===== src/core/hbd_pkg.sv =====
// Purpose: Shared constants of the host buffer descriptor setup block.
// Assumes: One clock, synchronous active-high reset.
// Notes:   Register offsets are byte addresses on the plain register port.
package hbd_pkg;

  // Register port geometry
  localparam int          REG_AW        = 8;
  localparam logic [7:0]  OFS_CTRL      = 8'h00; // Enable and return flags, write applies
  localparam logic [7:0]  OFS_SIZE      = 8'h04;
  localparam logic [7:0]  OFS_LIST_LO   = 8'h08;
  localparam logic [7:0]  OFS_LIST_HI   = 8'h0C;
  localparam logic [7:0]  OFS_COUNT     = 8'h10;
  localparam logic [7:0]  OFS_STATUS    = 8'h14;
  localparam logic [7:0]  OFS_ENT_SEL   = 8'h18;
  localparam logic [7:0]  OFS_ENT_LO    = 8'h1C;
  localparam logic [7:0]  OFS_ENT_HI    = 8'h20;
  localparam logic [7:0]  OFS_ENT_PAGES = 8'h24;
  localparam logic [7:0]  OFS_QUERY     = 8'h28;
  localparam logic [7:0]  OFS_CMPL_DW0  = 8'h2C;
  localparam logic [7:0]  OFS_BYTES_LO  = 8'h30;
  localparam logic [7:0]  OFS_BYTES_HI  = 8'h34;

  // Flag word fields
  localparam int          CTRL_EN_BIT   = 0;
  localparam int          CTRL_RET_BIT  = 1;

  // Status word fields
  localparam int          ST_BUSY       = 0;
  localparam int          ST_ENABLED    = 1;
  localparam int          ST_RETURNED   = 2;
  localparam int          ST_ERR_LIST   = 3;
  localparam int          ST_ERR_COUNT  = 4;
  localparam int          ST_ERR_ALIGN  = 5;
  localparam int          ST_ERR_ZERO   = 6;
  localparam int          ST_QUERY_BUSY = 7;
  localparam int          ST_SIZE_DIFF  = 8;
  localparam int          ST_LOADED_LSB = 16;

  // Descriptor list layout
  localparam int          ENTRY_SHIFT   = 4;   // 16 bytes per entry
  localparam int          LIST_ALIGN_W  = 4;   // Reserved low bits of list address
  localparam int          DESC_ADDR_MSB = 63;
  localparam int          DESC_PG_LSB   = 64;
  localparam int          DESC_PG_MSB   = 95;

  // Page size: 2^(12 + code) bytes
  localparam int          PAGE_CODE_W   = 4;
  localparam int          PAGE_SHIFT_W  = 6;
  localparam logic [5:0]  PAGE_SHIFT_MIN = 6'h0C;

  // Attribute structure: 4096 bytes as 1024 dwords
  localparam int          ATTR_IDX_W    = 10;
  localparam logic [9:0]  ATTR_LAST     = 10'h3FF;
  localparam logic [9:0]  ATTR_SIZE_DW  = 10'h000;
  localparam logic [9:0]  ATTR_LO_DW    = 10'h001;
  localparam logic [9:0]  ATTR_HI_DW    = 10'h002;
  localparam logic [9:0]  ATTR_CNT_DW   = 10'h003;

  // Reset values
  localparam logic [31:0] RST_WORD      = 32'h0000_0000;

endpackage


===== src/core/hbd_desc_check.sv =====
// Purpose: Decode one 128-bit descriptor entry and check it.
// Assumes: Page size code from controller configuration.
// Notes:   Pure combinational.
`timescale 1ns/1ns
module hbd_desc_check
  import hbd_pkg::*;
(
  // Entry and page size
  input  wire logic [127:0]            entry,
  input  wire logic [PAGE_CODE_W-1:0]  page_code,
  // Decoded fields
  output logic      [63:0]             descriptor_base_addr,
  output logic      [31:0]             descriptor_page_count,
  output logic      [63:0]             byte_len,
  output logic                         aligned,
  output logic                         nonzero
);
  logic [PAGE_SHIFT_W-1:0] shift;
  logic [63:0]             mask;

  // Split entry, reserved top word dropped
  always_comb begin
    shift                 = PAGE_SHIFT_MIN + PAGE_SHIFT_W'(page_code);
    mask                  = (64'h1 << shift) - 64'h1;
    descriptor_base_addr  = entry[DESC_ADDR_MSB:0];
    descriptor_page_count = entry[DESC_PG_MSB:DESC_PG_LSB];
    byte_len              = {32'h0, descriptor_page_count} << shift;
    aligned               = (descriptor_base_addr & mask) == 64'h0;
    nonzero               = descriptor_page_count != 32'h0;
  end
endmodule


===== src/core/hbd_attr_word.sv =====
// Purpose: Select one dword of the attribute structure.
// Assumes: Index counts dwords from byte 0.
// Notes:   Dwords past the fourth read as zero.
`timescale 1ns/1ns
module hbd_attr_word
  import hbd_pkg::*;
(
  // Index and stored parameters
  input  wire logic [ATTR_IDX_W-1:0] index,
  input  wire logic [31:0]           size_pages,
  input  wire logic [31:0]           addr_lo,
  input  wire logic [31:0]           addr_hi,
  input  wire logic [31:0]           entries,
  // Selected dword
  output logic      [31:0]           word
);
  // Byte layout of the returned structure
  always_comb begin
    case (index)
      ATTR_SIZE_DW: word = size_pages;
      ATTR_LO_DW:   word = {addr_lo[31:LIST_ALIGN_W], 4'h0};
      ATTR_HI_DW:   word = addr_hi;
      ATTR_CNT_DW:  word = entries;
      default:      word = RST_WORD;
    endcase
  end
endmodule


===== src/core/hbd_setup.sv =====
// Purpose: Host buffer setup: take parameters, walk descriptor list, answer query.
// Assumes: Host memory read port returns one 16-byte entry per request.
// Notes:   One read outstanding; descriptors held in a flip-flop table.
`timescale 1ns/1ns
module hbd_setup
  import hbd_pkg::*;
#(
  parameter int MAX_ENTRIES = 8
)(
  // Clock and reset
  input  wire logic                   clock,
  input  wire logic                   reset,
  // Register port
  input  wire logic [REG_AW-1:0]      reg_addr,
  input  wire logic [31:0]            reg_wdata,
  input  wire logic                   reg_write,
  input  wire logic                   reg_read,
  output logic      [31:0]            reg_rdata,
  // Controller configuration
  input  wire logic [PAGE_CODE_W-1:0] configured_page_size,
  // Host memory read port
  output logic                        mem_rd_req,
  output logic      [63:0]            mem_rd_addr,
  input  wire logic                   mem_rd_valid,
  input  wire logic [127:0]           mem_rd_data,
  // Query answer
  output logic      [31:0]            cmpl_dw0,
  output logic                        attr_valid,
  output logic      [ATTR_IDX_W-1:0]  attr_index,
  output logic      [31:0]            attr_data,
  input  wire logic                   attr_ready,
  output logic                        attr_done,
  // Buffer state to the controller
  output logic                        host_buffer_enable
);
  localparam int IW = $clog2(MAX_ENTRIES) + 1;

  typedef enum logic [1:0] {W_IDLE = 2'b01, W_FETCH = 2'b10} hbd_walk_t;
  typedef enum logic [1:0] {Q_IDLE = 2'b01, Q_SEND = 2'b10} hbd_query_t;

  hbd_walk_t       walk_q, walk_d;
  hbd_query_t      qry_q, qry_d;
  logic [31:0]     size_q, size_d, lo_q, lo_d, hi_q, hi_d, count_q, count_d;
  logic            en_q, en_d, ret_q, ret_d;
  logic [3:0]      err_q, err_d;
  logic            diff_q, diff_d;
  logic [IW-1:0]   n_q, n_d, loaded_q, loaded_d;
  logic [IW-1:0]   sel_q, sel_d;
  logic [31:0]     sum_q, sum_d;
  logic [63:0]     bytes_q, bytes_d;
  logic [63:0]     ent_addr_q [MAX_ENTRIES];
  logic [63:0]     ent_addr_d [MAX_ENTRIES];
  logic [31:0]     ent_pg_q   [MAX_ENTRIES];
  logic [31:0]     ent_pg_d   [MAX_ENTRIES];
  logic            req_q, req_d;
  logic [63:0]     raddr_q, raddr_d;
  logic [31:0]     rdata_q, rdata_d;
  logic [31:0]     dw0_q, dw0_d;
  logic            av_q, av_d, adone_q, adone_d;
  logic [ATTR_IDX_W-1:0] aidx_q, aidx_d, anext;
  logic [31:0]     adata_q, adata_d, aword;
  logic [63:0]     d_addr, d_len, list_base;
  logic [31:0]     d_pages;
  logic            d_ok_align, d_nonzero;
  logic            wr_ctrl, want_en;

  // Entry decoder for the word just returned
  hbd_desc_check u_check (
    .entry                 (mem_rd_data),
    .page_code             (configured_page_size),
    .descriptor_base_addr  (d_addr),
    .descriptor_page_count (d_pages),
    .byte_len              (d_len),
    .aligned               (d_ok_align),
    .nonzero               (d_nonzero)
  );

  // Attribute dword for the next index to send
  hbd_attr_word u_attr (
    .index      (anext),
    .size_pages (size_q),
    .addr_lo    (lo_q),
    .addr_hi    (hi_q),
    .entries    ({{(32-IW){1'b0}}, loaded_q}),
    .word       (aword)
  );

  // List base: high word above aligned low word
  assign list_base = {hi_q, lo_q[31:LIST_ALIGN_W], 4'h0};
  assign wr_ctrl   = reg_write && (reg_addr == OFS_CTRL);
  assign want_en   = reg_wdata[CTRL_EN_BIT];
  assign anext     = (qry_q == Q_IDLE) ? ATTR_SIZE_DW : aidx_q + ATTR_IDX_W'(1);

  // Parameter capture, enable handling and descriptor walk
  always_comb begin
    walk_d   = walk_q;
    size_d   = size_q;
    lo_d     = lo_q;
    hi_d     = hi_q;
    count_d  = count_q;
    en_d     = en_q;
    ret_d    = ret_q;
    err_d    = err_q;
    diff_d   = diff_q;
    n_d      = n_q;
    loaded_d = loaded_q;
    sel_d    = sel_q;
    sum_d    = sum_q;
    bytes_d  = bytes_q;
    req_d    = req_q;
    raddr_d  = raddr_q;
    ent_addr_d = ent_addr_q;
    ent_pg_d   = ent_pg_q;
    // Parameters are frozen while the buffer is live or being walked
    if (reg_write && !en_q && walk_q == W_IDLE) begin
      if (reg_addr == OFS_SIZE)    size_d  = reg_wdata;
      if (reg_addr == OFS_LIST_LO) lo_d    = reg_wdata;
      if (reg_addr == OFS_LIST_HI) hi_d    = reg_wdata;
      if (reg_addr == OFS_COUNT)   count_d = reg_wdata;
    end
    if (reg_write && reg_addr == OFS_ENT_SEL) sel_d = reg_wdata[IW-1:0];
    case (walk_q)
      W_IDLE: begin
        if (wr_ctrl && !want_en) begin
          en_d     = 1'b0;
          loaded_d = '0;
        end else if (wr_ctrl && !en_q) begin
          ret_d   = reg_wdata[CTRL_RET_BIT];
          err_d   = 4'h0;
          diff_d  = 1'b0;
          n_d     = '0;
          sum_d   = 32'h0;
          bytes_d = 64'h0;
          if (lo_q[LIST_ALIGN_W-1:0] != 4'h0) begin
            err_d[0] = 1'b1;
          end else if (count_q == 32'h0 || count_q > 32'(MAX_ENTRIES)) begin
            err_d[1] = 1'b1;
          end else begin
            walk_d  = W_FETCH;
            req_d   = 1'b1;
            raddr_d = list_base;
          end
        end
      end
      W_FETCH: begin
        if (wr_ctrl && !want_en) begin
          walk_d = W_IDLE;
          req_d  = 1'b0;
        end else if (mem_rd_valid) begin
          ent_addr_d[n_q[IW-2:0]] = d_addr;
          ent_pg_d[n_q[IW-2:0]]   = d_pages;
          sum_d   = sum_q + d_pages;
          bytes_d = bytes_q + d_len;
          if (!d_ok_align || !d_nonzero) begin
            err_d[2] = !d_ok_align;
            err_d[3] = !d_nonzero;
            walk_d   = W_IDLE;
            req_d    = 1'b0;
          end else if (32'(n_q) + 32'h1 >= count_q) begin
            walk_d   = W_IDLE;
            req_d    = 1'b0;
            en_d     = 1'b1;
            loaded_d = n_q + IW'(1);
            diff_d   = (sum_q + d_pages) != size_q;
          end else begin
            n_d     = n_q + IW'(1);
            raddr_d = list_base + ({{(64-IW){1'b0}}, n_q + IW'(1)} << ENTRY_SHIFT);
          end
        end
      end
      default: begin
        walk_d = W_IDLE;
        req_d  = 1'b0;
      end
    endcase
  end

  // Walk state registers
  always_ff @(posedge clock) begin
    if (reset) begin
      walk_q   <= W_IDLE;
      size_q   <= RST_WORD;
      lo_q     <= RST_WORD;
      hi_q     <= RST_WORD;
      count_q  <= RST_WORD;
      en_q     <= 1'b0;
      ret_q    <= 1'b0;
      err_q    <= 4'h0;
      diff_q   <= 1'b0;
      n_q      <= '0;
      loaded_q <= '0;
      sel_q    <= '0;
      sum_q    <= RST_WORD;
      bytes_q  <= 64'h0;
      req_q    <= 1'b0;
      raddr_q  <= 64'h0;
      for (int i = 0; i < MAX_ENTRIES; i++) begin
        ent_addr_q[i] <= 64'h0;
        ent_pg_q[i]   <= RST_WORD;
      end
    end else begin
      walk_q   <= walk_d;
      size_q   <= size_d;
      lo_q     <= lo_d;
      hi_q     <= hi_d;
      count_q  <= count_d;
      en_q     <= en_d;
      ret_q    <= ret_d;
      err_q    <= err_d;
      diff_q   <= diff_d;
      n_q      <= n_d;
      loaded_q <= loaded_d;
      sel_q    <= sel_d;
      sum_q    <= sum_d;
      bytes_q  <= bytes_d;
      req_q    <= req_d;
      raddr_q  <= raddr_d;
      ent_addr_q <= ent_addr_d;
      ent_pg_q   <= ent_pg_d;
    end
  end

  // Feature query: flags word and 1024-dword attribute stream
  always_comb begin
    qry_d   = qry_q;
    aidx_d  = aidx_q;
    adata_d = adata_q;
    av_d    = av_q;
    adone_d = 1'b0;
    dw0_d   = 32'h0;
    dw0_d[CTRL_EN_BIT]  = en_q;
    dw0_d[CTRL_RET_BIT] = ret_q;
    case (qry_q)
      Q_IDLE: begin
        if (reg_write && reg_addr == OFS_QUERY && reg_wdata[0]) begin
          qry_d   = Q_SEND;
          aidx_d  = anext;
          adata_d = aword;
          av_d    = 1'b1;
        end
      end
      Q_SEND: begin
        if (attr_ready) begin
          if (aidx_q == ATTR_LAST) begin
            qry_d   = Q_IDLE;
            av_d    = 1'b0;
            adone_d = 1'b1;
          end else begin
            aidx_d  = anext;
            adata_d = aword;
          end
        end
      end
      default: begin
        qry_d = Q_IDLE;
        av_d  = 1'b0;
      end
    endcase
  end

  // Query registers
  always_ff @(posedge clock) begin
    if (reset) begin
      qry_q   <= Q_IDLE;
      aidx_q  <= '0;
      adata_q <= RST_WORD;
      av_q    <= 1'b0;
      adone_q <= 1'b0;
      dw0_q   <= RST_WORD;
    end else begin
      qry_q   <= qry_d;
      aidx_q  <= aidx_d;
      adata_q <= adata_d;
      av_q    <= av_d;
      adone_q <= adone_d;
      dw0_q   <= dw0_d;
    end
  end

  // Register read mux, data one cycle after the strobe
  always_comb begin
    rdata_d = RST_WORD;
    if (reg_read) begin
      case (reg_addr)
        OFS_CTRL:      rdata_d = dw0_d;
        OFS_SIZE:      rdata_d = size_q;
        OFS_LIST_LO:   rdata_d = {lo_q[31:LIST_ALIGN_W], 4'h0};
        OFS_LIST_HI:   rdata_d = hi_q;
        OFS_COUNT:     rdata_d = count_q;
        OFS_STATUS: begin
          rdata_d[ST_BUSY]       = walk_q == W_FETCH;
          rdata_d[ST_ENABLED]    = en_q;
          rdata_d[ST_RETURNED]   = ret_q;
          rdata_d[ST_ERR_ALIGN:ST_ERR_LIST] = err_q[2:0];
          rdata_d[ST_ERR_ZERO]   = err_q[3];
          rdata_d[ST_QUERY_BUSY] = qry_q == Q_SEND;
          rdata_d[ST_SIZE_DIFF]  = diff_q;
          rdata_d[ST_LOADED_LSB +: IW] = loaded_q;
        end
        OFS_ENT_SEL:   rdata_d = {{(32-IW){1'b0}}, sel_q};
        OFS_ENT_LO:    rdata_d = (sel_q < loaded_q) ? ent_addr_q[sel_q[IW-2:0]][31:0] : RST_WORD;
        OFS_ENT_HI:    rdata_d = (sel_q < loaded_q) ? ent_addr_q[sel_q[IW-2:0]][63:32] : RST_WORD;
        OFS_ENT_PAGES: rdata_d = (sel_q < loaded_q) ? ent_pg_q[sel_q[IW-2:0]] : RST_WORD;
        OFS_CMPL_DW0:  rdata_d = dw0_q;
        OFS_BYTES_LO:  rdata_d = bytes_q[31:0];
        OFS_BYTES_HI:  rdata_d = bytes_q[63:32];
        default:       rdata_d = RST_WORD;
      endcase
    end
  end

  // Read data register
  always_ff @(posedge clock) begin
    if (reset) begin
      rdata_q <= RST_WORD;
    end else begin
      rdata_q <= rdata_d;
    end
  end

  // Outputs straight from flip-flops
  assign reg_rdata          = rdata_q;
  assign mem_rd_req         = req_q;
  assign mem_rd_addr        = raddr_q;
  assign cmpl_dw0           = dw0_q;
  assign attr_valid         = av_q;
  assign attr_index         = aidx_q;
  assign attr_data          = adata_q;
  assign attr_done          = adone_q;
  assign host_buffer_enable = en_q;
endmodule


===== config.mk =====
export PLATFORM = sky130hd
export DESIGN_NAME = hbd_setup
export DESIGN_NICKNAME = d
export VERILOG_FILES = /design/src/core/hbd_pkg.sv /design/src/core/hbd_desc_check.sv /design/src/core/hbd_attr_word.sv /design/src/core/hbd_setup.sv
export SDC_FILE = /design/constraint.sdc
export NUM_CORES = 2
export LEC_CHECK = 0
export BUFFER_PORTS_ARGS = -buffer_cell sky130_fd_sc_hd__buf_2
export CAP_MARGIN = 20
export CORE_MARGIN = 2
export CORE_UTILIZATION = 60
export CTS_BUF_LIST = sky130_fd_sc_hd__clkbuf_16
export DETAILED_ROUTE_END_ITERATION = 8
export HOLD_SLACK_MARGIN = 0.12
export PLACE_DENSITY = 0.79
export SLEW_MARGIN = 0
export SYNTH_ARGS = -nofsm -noshare
export SYNTH_HDL_FRONTEND = slang
export SYNTH_SLANG_ARGS = --single-unit

===== constraint.sdc =====
create_clock -name clock -period 9.5 [get_ports clock]
set_input_delay 1.425 -clock clock [delete_from_list [all_inputs] [get_ports clock]]
set_output_delay 1.425 -clock clock [all_outputs]
set_load 0.05 [all_outputs]

==> results.yml <==
sta:
  rsz0062_at_grt: "false"
  fin_crit_sh_pct: 74.4
  slew_viol_final: 0
  finalCriticalPeriod_ps: 7070
  max_slew_margin_pct: 17.7
  final-hold-violation-count: 0
  finalSetupTns_ps: 0
  hold_ws_ps: 450
  worst_pin_slew_ps: 1230
  timing.fmax_mhz: 141
  setup_viol: 0
  fin_skew_ps: 58.4
yosys:
  netlist_area_um2: 57800
  synth_common_cells: "2084 x nand2_1, 1152 x dfxtp_1, 1107 x a21oi_1, 493 x clkbuf_1, 323 x nor2_1"
  synth_top_area_cell: "dfxtp_1"
  synth.most_common_cell: "nand2_1"
  yosysUniqueCellTypes: 95
  synth-compound-area-share_pct: 18.5
  synth_edf_count: 0
  synthArstFlopShare_pct: 0
  synth_top_cell_area_share_pct: 39.9
  ys_ff_latch: 1152
  yosys.area_share.simple_pct: 20.3
  synth_top_family_by_area: "simple AND/OR/NAND/NOR gates"
  ys_seq_area_share_pct: 39.9
  synthMuxAreaShare_pct: 10.8
  synth_fa_ha_area_share_pct: 2.61
  synthXorXnorAreaFrac_pct: 2.69
  ys_warn_count: 0
  synth_cells: 7229
  synthTopCellsByArea: "dfxtp_1 40%, nand2_1 14%, a21oi_1 9.6%"
  synth-main-ff-cell: "dfxtp_1"
  syn_avg_cell_area_um2: 8.00
placement:
  port_buffers: 285
  dp.cells: 8211
  routabilityCongestion: 1.04
  hpwl_um: 134000
outcome:
  status: "finished, final reports clean"
power_and_ir_drop:
  p_int_mw: 7.79
  switchingPower_mw: 2.52
  power_density_nw_per_um2: 163
  p_sw_share_pct: 24.5
  ir_worst_vdd_v: 0.000156
  power_frac_comb_pct: 6.3
  power_frac_seq_pct: 46.9
  p_leak_nw: 21.5
  pwr-share-clk_pct: 46.8
detailed_routing:
  avgRoutedWirePerCell_um: 24.5
  first_pass_iters: 8
  drc: 0
  drtIter0Drc: 7614
  antenna_left: 0
  via_per_inst: 6.54
  vias: 55100
  routed_wl_um: 207000
critical_path:
  rrSetupSlack_ps: 4420
  start_kind: "primary input"
  critPathCaptureType: "register"
  slowest_stage: "a221oi_4"
  slowest_delay_ps: 920
  cp_max_fo: 81
  critPathKind: "primary input to register"
  cp_cell_sequence: "buf_2, inv_2, ha_1, nand3_1, or3_1, ha_1, or4b_1, and4_1, o21ai_0, o2111ai_1, and4b_1, nand4_1, nand3b_4, a221oi_4, buf_12, nor2_1, a211oi_1"
  worst_path_dominant_cell_family: "simple AND/OR/NAND/NOR gates"
  cp_num_buf_inv: 3
  worst_path_most_repeated_cell: "ha_1"
  cp_data_required_time_ps: 10130
  crit_arrival_ps: 7700
finish:
  drive_gt1_share_pct: 11.6
  stdcell_count: 8436
  nets: 7361
  area_delta_synth_final_pct: 9.27
die:
  start_util_pct: 60.7
  io_pins: 352
  std_cell_rows: 113
  die_w_um: 314
  core-area_um2: 95300
  dieArea_um2: 98900
  die_h_um: 314
grt:
  antenna_found_initial: 23
  grt_pass1_wl_um: 310000
  grt_max_degree: 211
  grt-ovfl-total: 0
  grt_pass1_vias: 51400
  groute.usage.overall_pct: 40.6
clock_tree:
  path_clk_slew_ps: 60
  cts_sinks: 1152
  post_cts_resized: 0
  clockBufferDepth: 3
  cts_buffers: 113
  tritoncts: "yes"
  htreeDepth: 3
  post_cts_buffers: 0
  root_buffer: "clkbuf_16"
  cts.hold.buffers_added: 0
  insertion_delay_ps: 750
job:
  max-cap-violations: 0
worst_hold_path:
  hold_path_class: "register to register"
[worst min-delay path: cells and delay by family (launching register included)]
family           cells  cell delay (ps)
AO/OA/AOI/OAI        1               50
flip-flops           1              300
AND/OR/NAND/NOR      1               50
[final cells by class]
cell class / instances / area, µm²
fillers: 7931 / 32100
multi-input cells: 5356 / 32000
flip-flops and latches: 1152 / 23100
clock buffers: 116 / 2900
repair buffers: 380 / 2270
well taps: 1265 / 1580
clock inverters: 92 / 1060
inverters: 61 / 229
diodes: 14 / 35.0
[state kept, by name, summed over array words and instances, names as in the netlist]
signal,count
size_q,32
reg_rdata,32
loaded_q,4
attr_index,10
cmpl_dw0,2
walk_q,1
mem_rd_addr,60
sel_q,4
err_q,4
attr_data,32
bytes_q,64
diff_q,1
count_q,32
host_buffer_enable,1
attr_done,1
ret_q,1
n_q,4
qry_q,2
mem_rd_req,1
ent_addr_q,512
sum_q,32
hi_q,32
ent_pg_q,256
lo_q,32
[final timing paths]
kind	start	to	depth (start not counted)
setup / recovery	configured_page_size[2]	mem_rd_addr[51]	17
hold / removal	lo_q[3]	lo_q[3]	2
setup reg to reg	sel_q[0]	reg_rdata[17]	7
hold reg to reg	lo_q[3]	lo_q[3]	2
[power by group through the flow]
stage	Clock, mW	Sequential, mW	Combinational [mW]
floorplan	0	4.95	0.435
global placement	0	4.94	0.622
detailed placement	0	4.94	0.625
CTS	4.82	4.83	0.627
global route	5.03	4.83	0.684
finish	4.83	4.83	0.653
[logic make-up after synthesis]
kind of cell | Yosys count
AO/OA/AOI/OAI | 1822
XOR/XNOR | 171
adder cells (fa/ha/maj) | 119
buffers and inverters | 754
flip-flops | 1152
multiplexers | 364
other | 1
AND/OR/NAND/NOR | 2846
[cell usage in the layout, fill, tap and decap left out, drive strengths merged, types with 16 or more instances in the layout]
cell,Yosys,routed
nand2,2084,2084
dfxtp,1152,1152
a21oi,1109,1109
buf,200,380
nor2,323,323
mux4,206,206
o21ai,169,169
mux2i,146,146
nand3,135,135
ha,116,116
clkbuf,493,116
a211oi,99,99
xnor2,98,98
inv,60,74
a21o,69,69
xor2,69,69
clkinv,1,51
o22ai,50,50
a31oi,46,46
nor3,46,46
a222oi,45,45
nand4,44,44
a221oi,39,39
conb,1,34
a22oi,32,32
a22o,32,32
nor4,32,32
and3,31,31
nor2b,22,22
nand2b,21,21
bufinv,0,21
and2,21,21
or3,21,21
o21a,19,19
nor3b,16,16
[metal layers]
layer  vias to the layer above  track usage, %  part of all wire [%]
met5                         -               0                 0.039
met4                        12            29.3                   7.9
met3                       744            8.47                    12
met2                      3479            61.2                    44
met1                     26200            52.0                    37
li1                      24700               -                     -
[stage by stage]
step	utilization (%)	total power [mW]	cell area, µm²	setup WS [ps]
global route	66.3	10.5	63200	2300
global placement	62.0	5.56	59100	2020
finish	66.3	10.3	63200	2430
CTS	66.2	10.3	63100	2600
detailed placement	62.0	5.57	59100	1930
floorplan	-	5.38	57900	2900
Power figures use the tool's default switching activity.
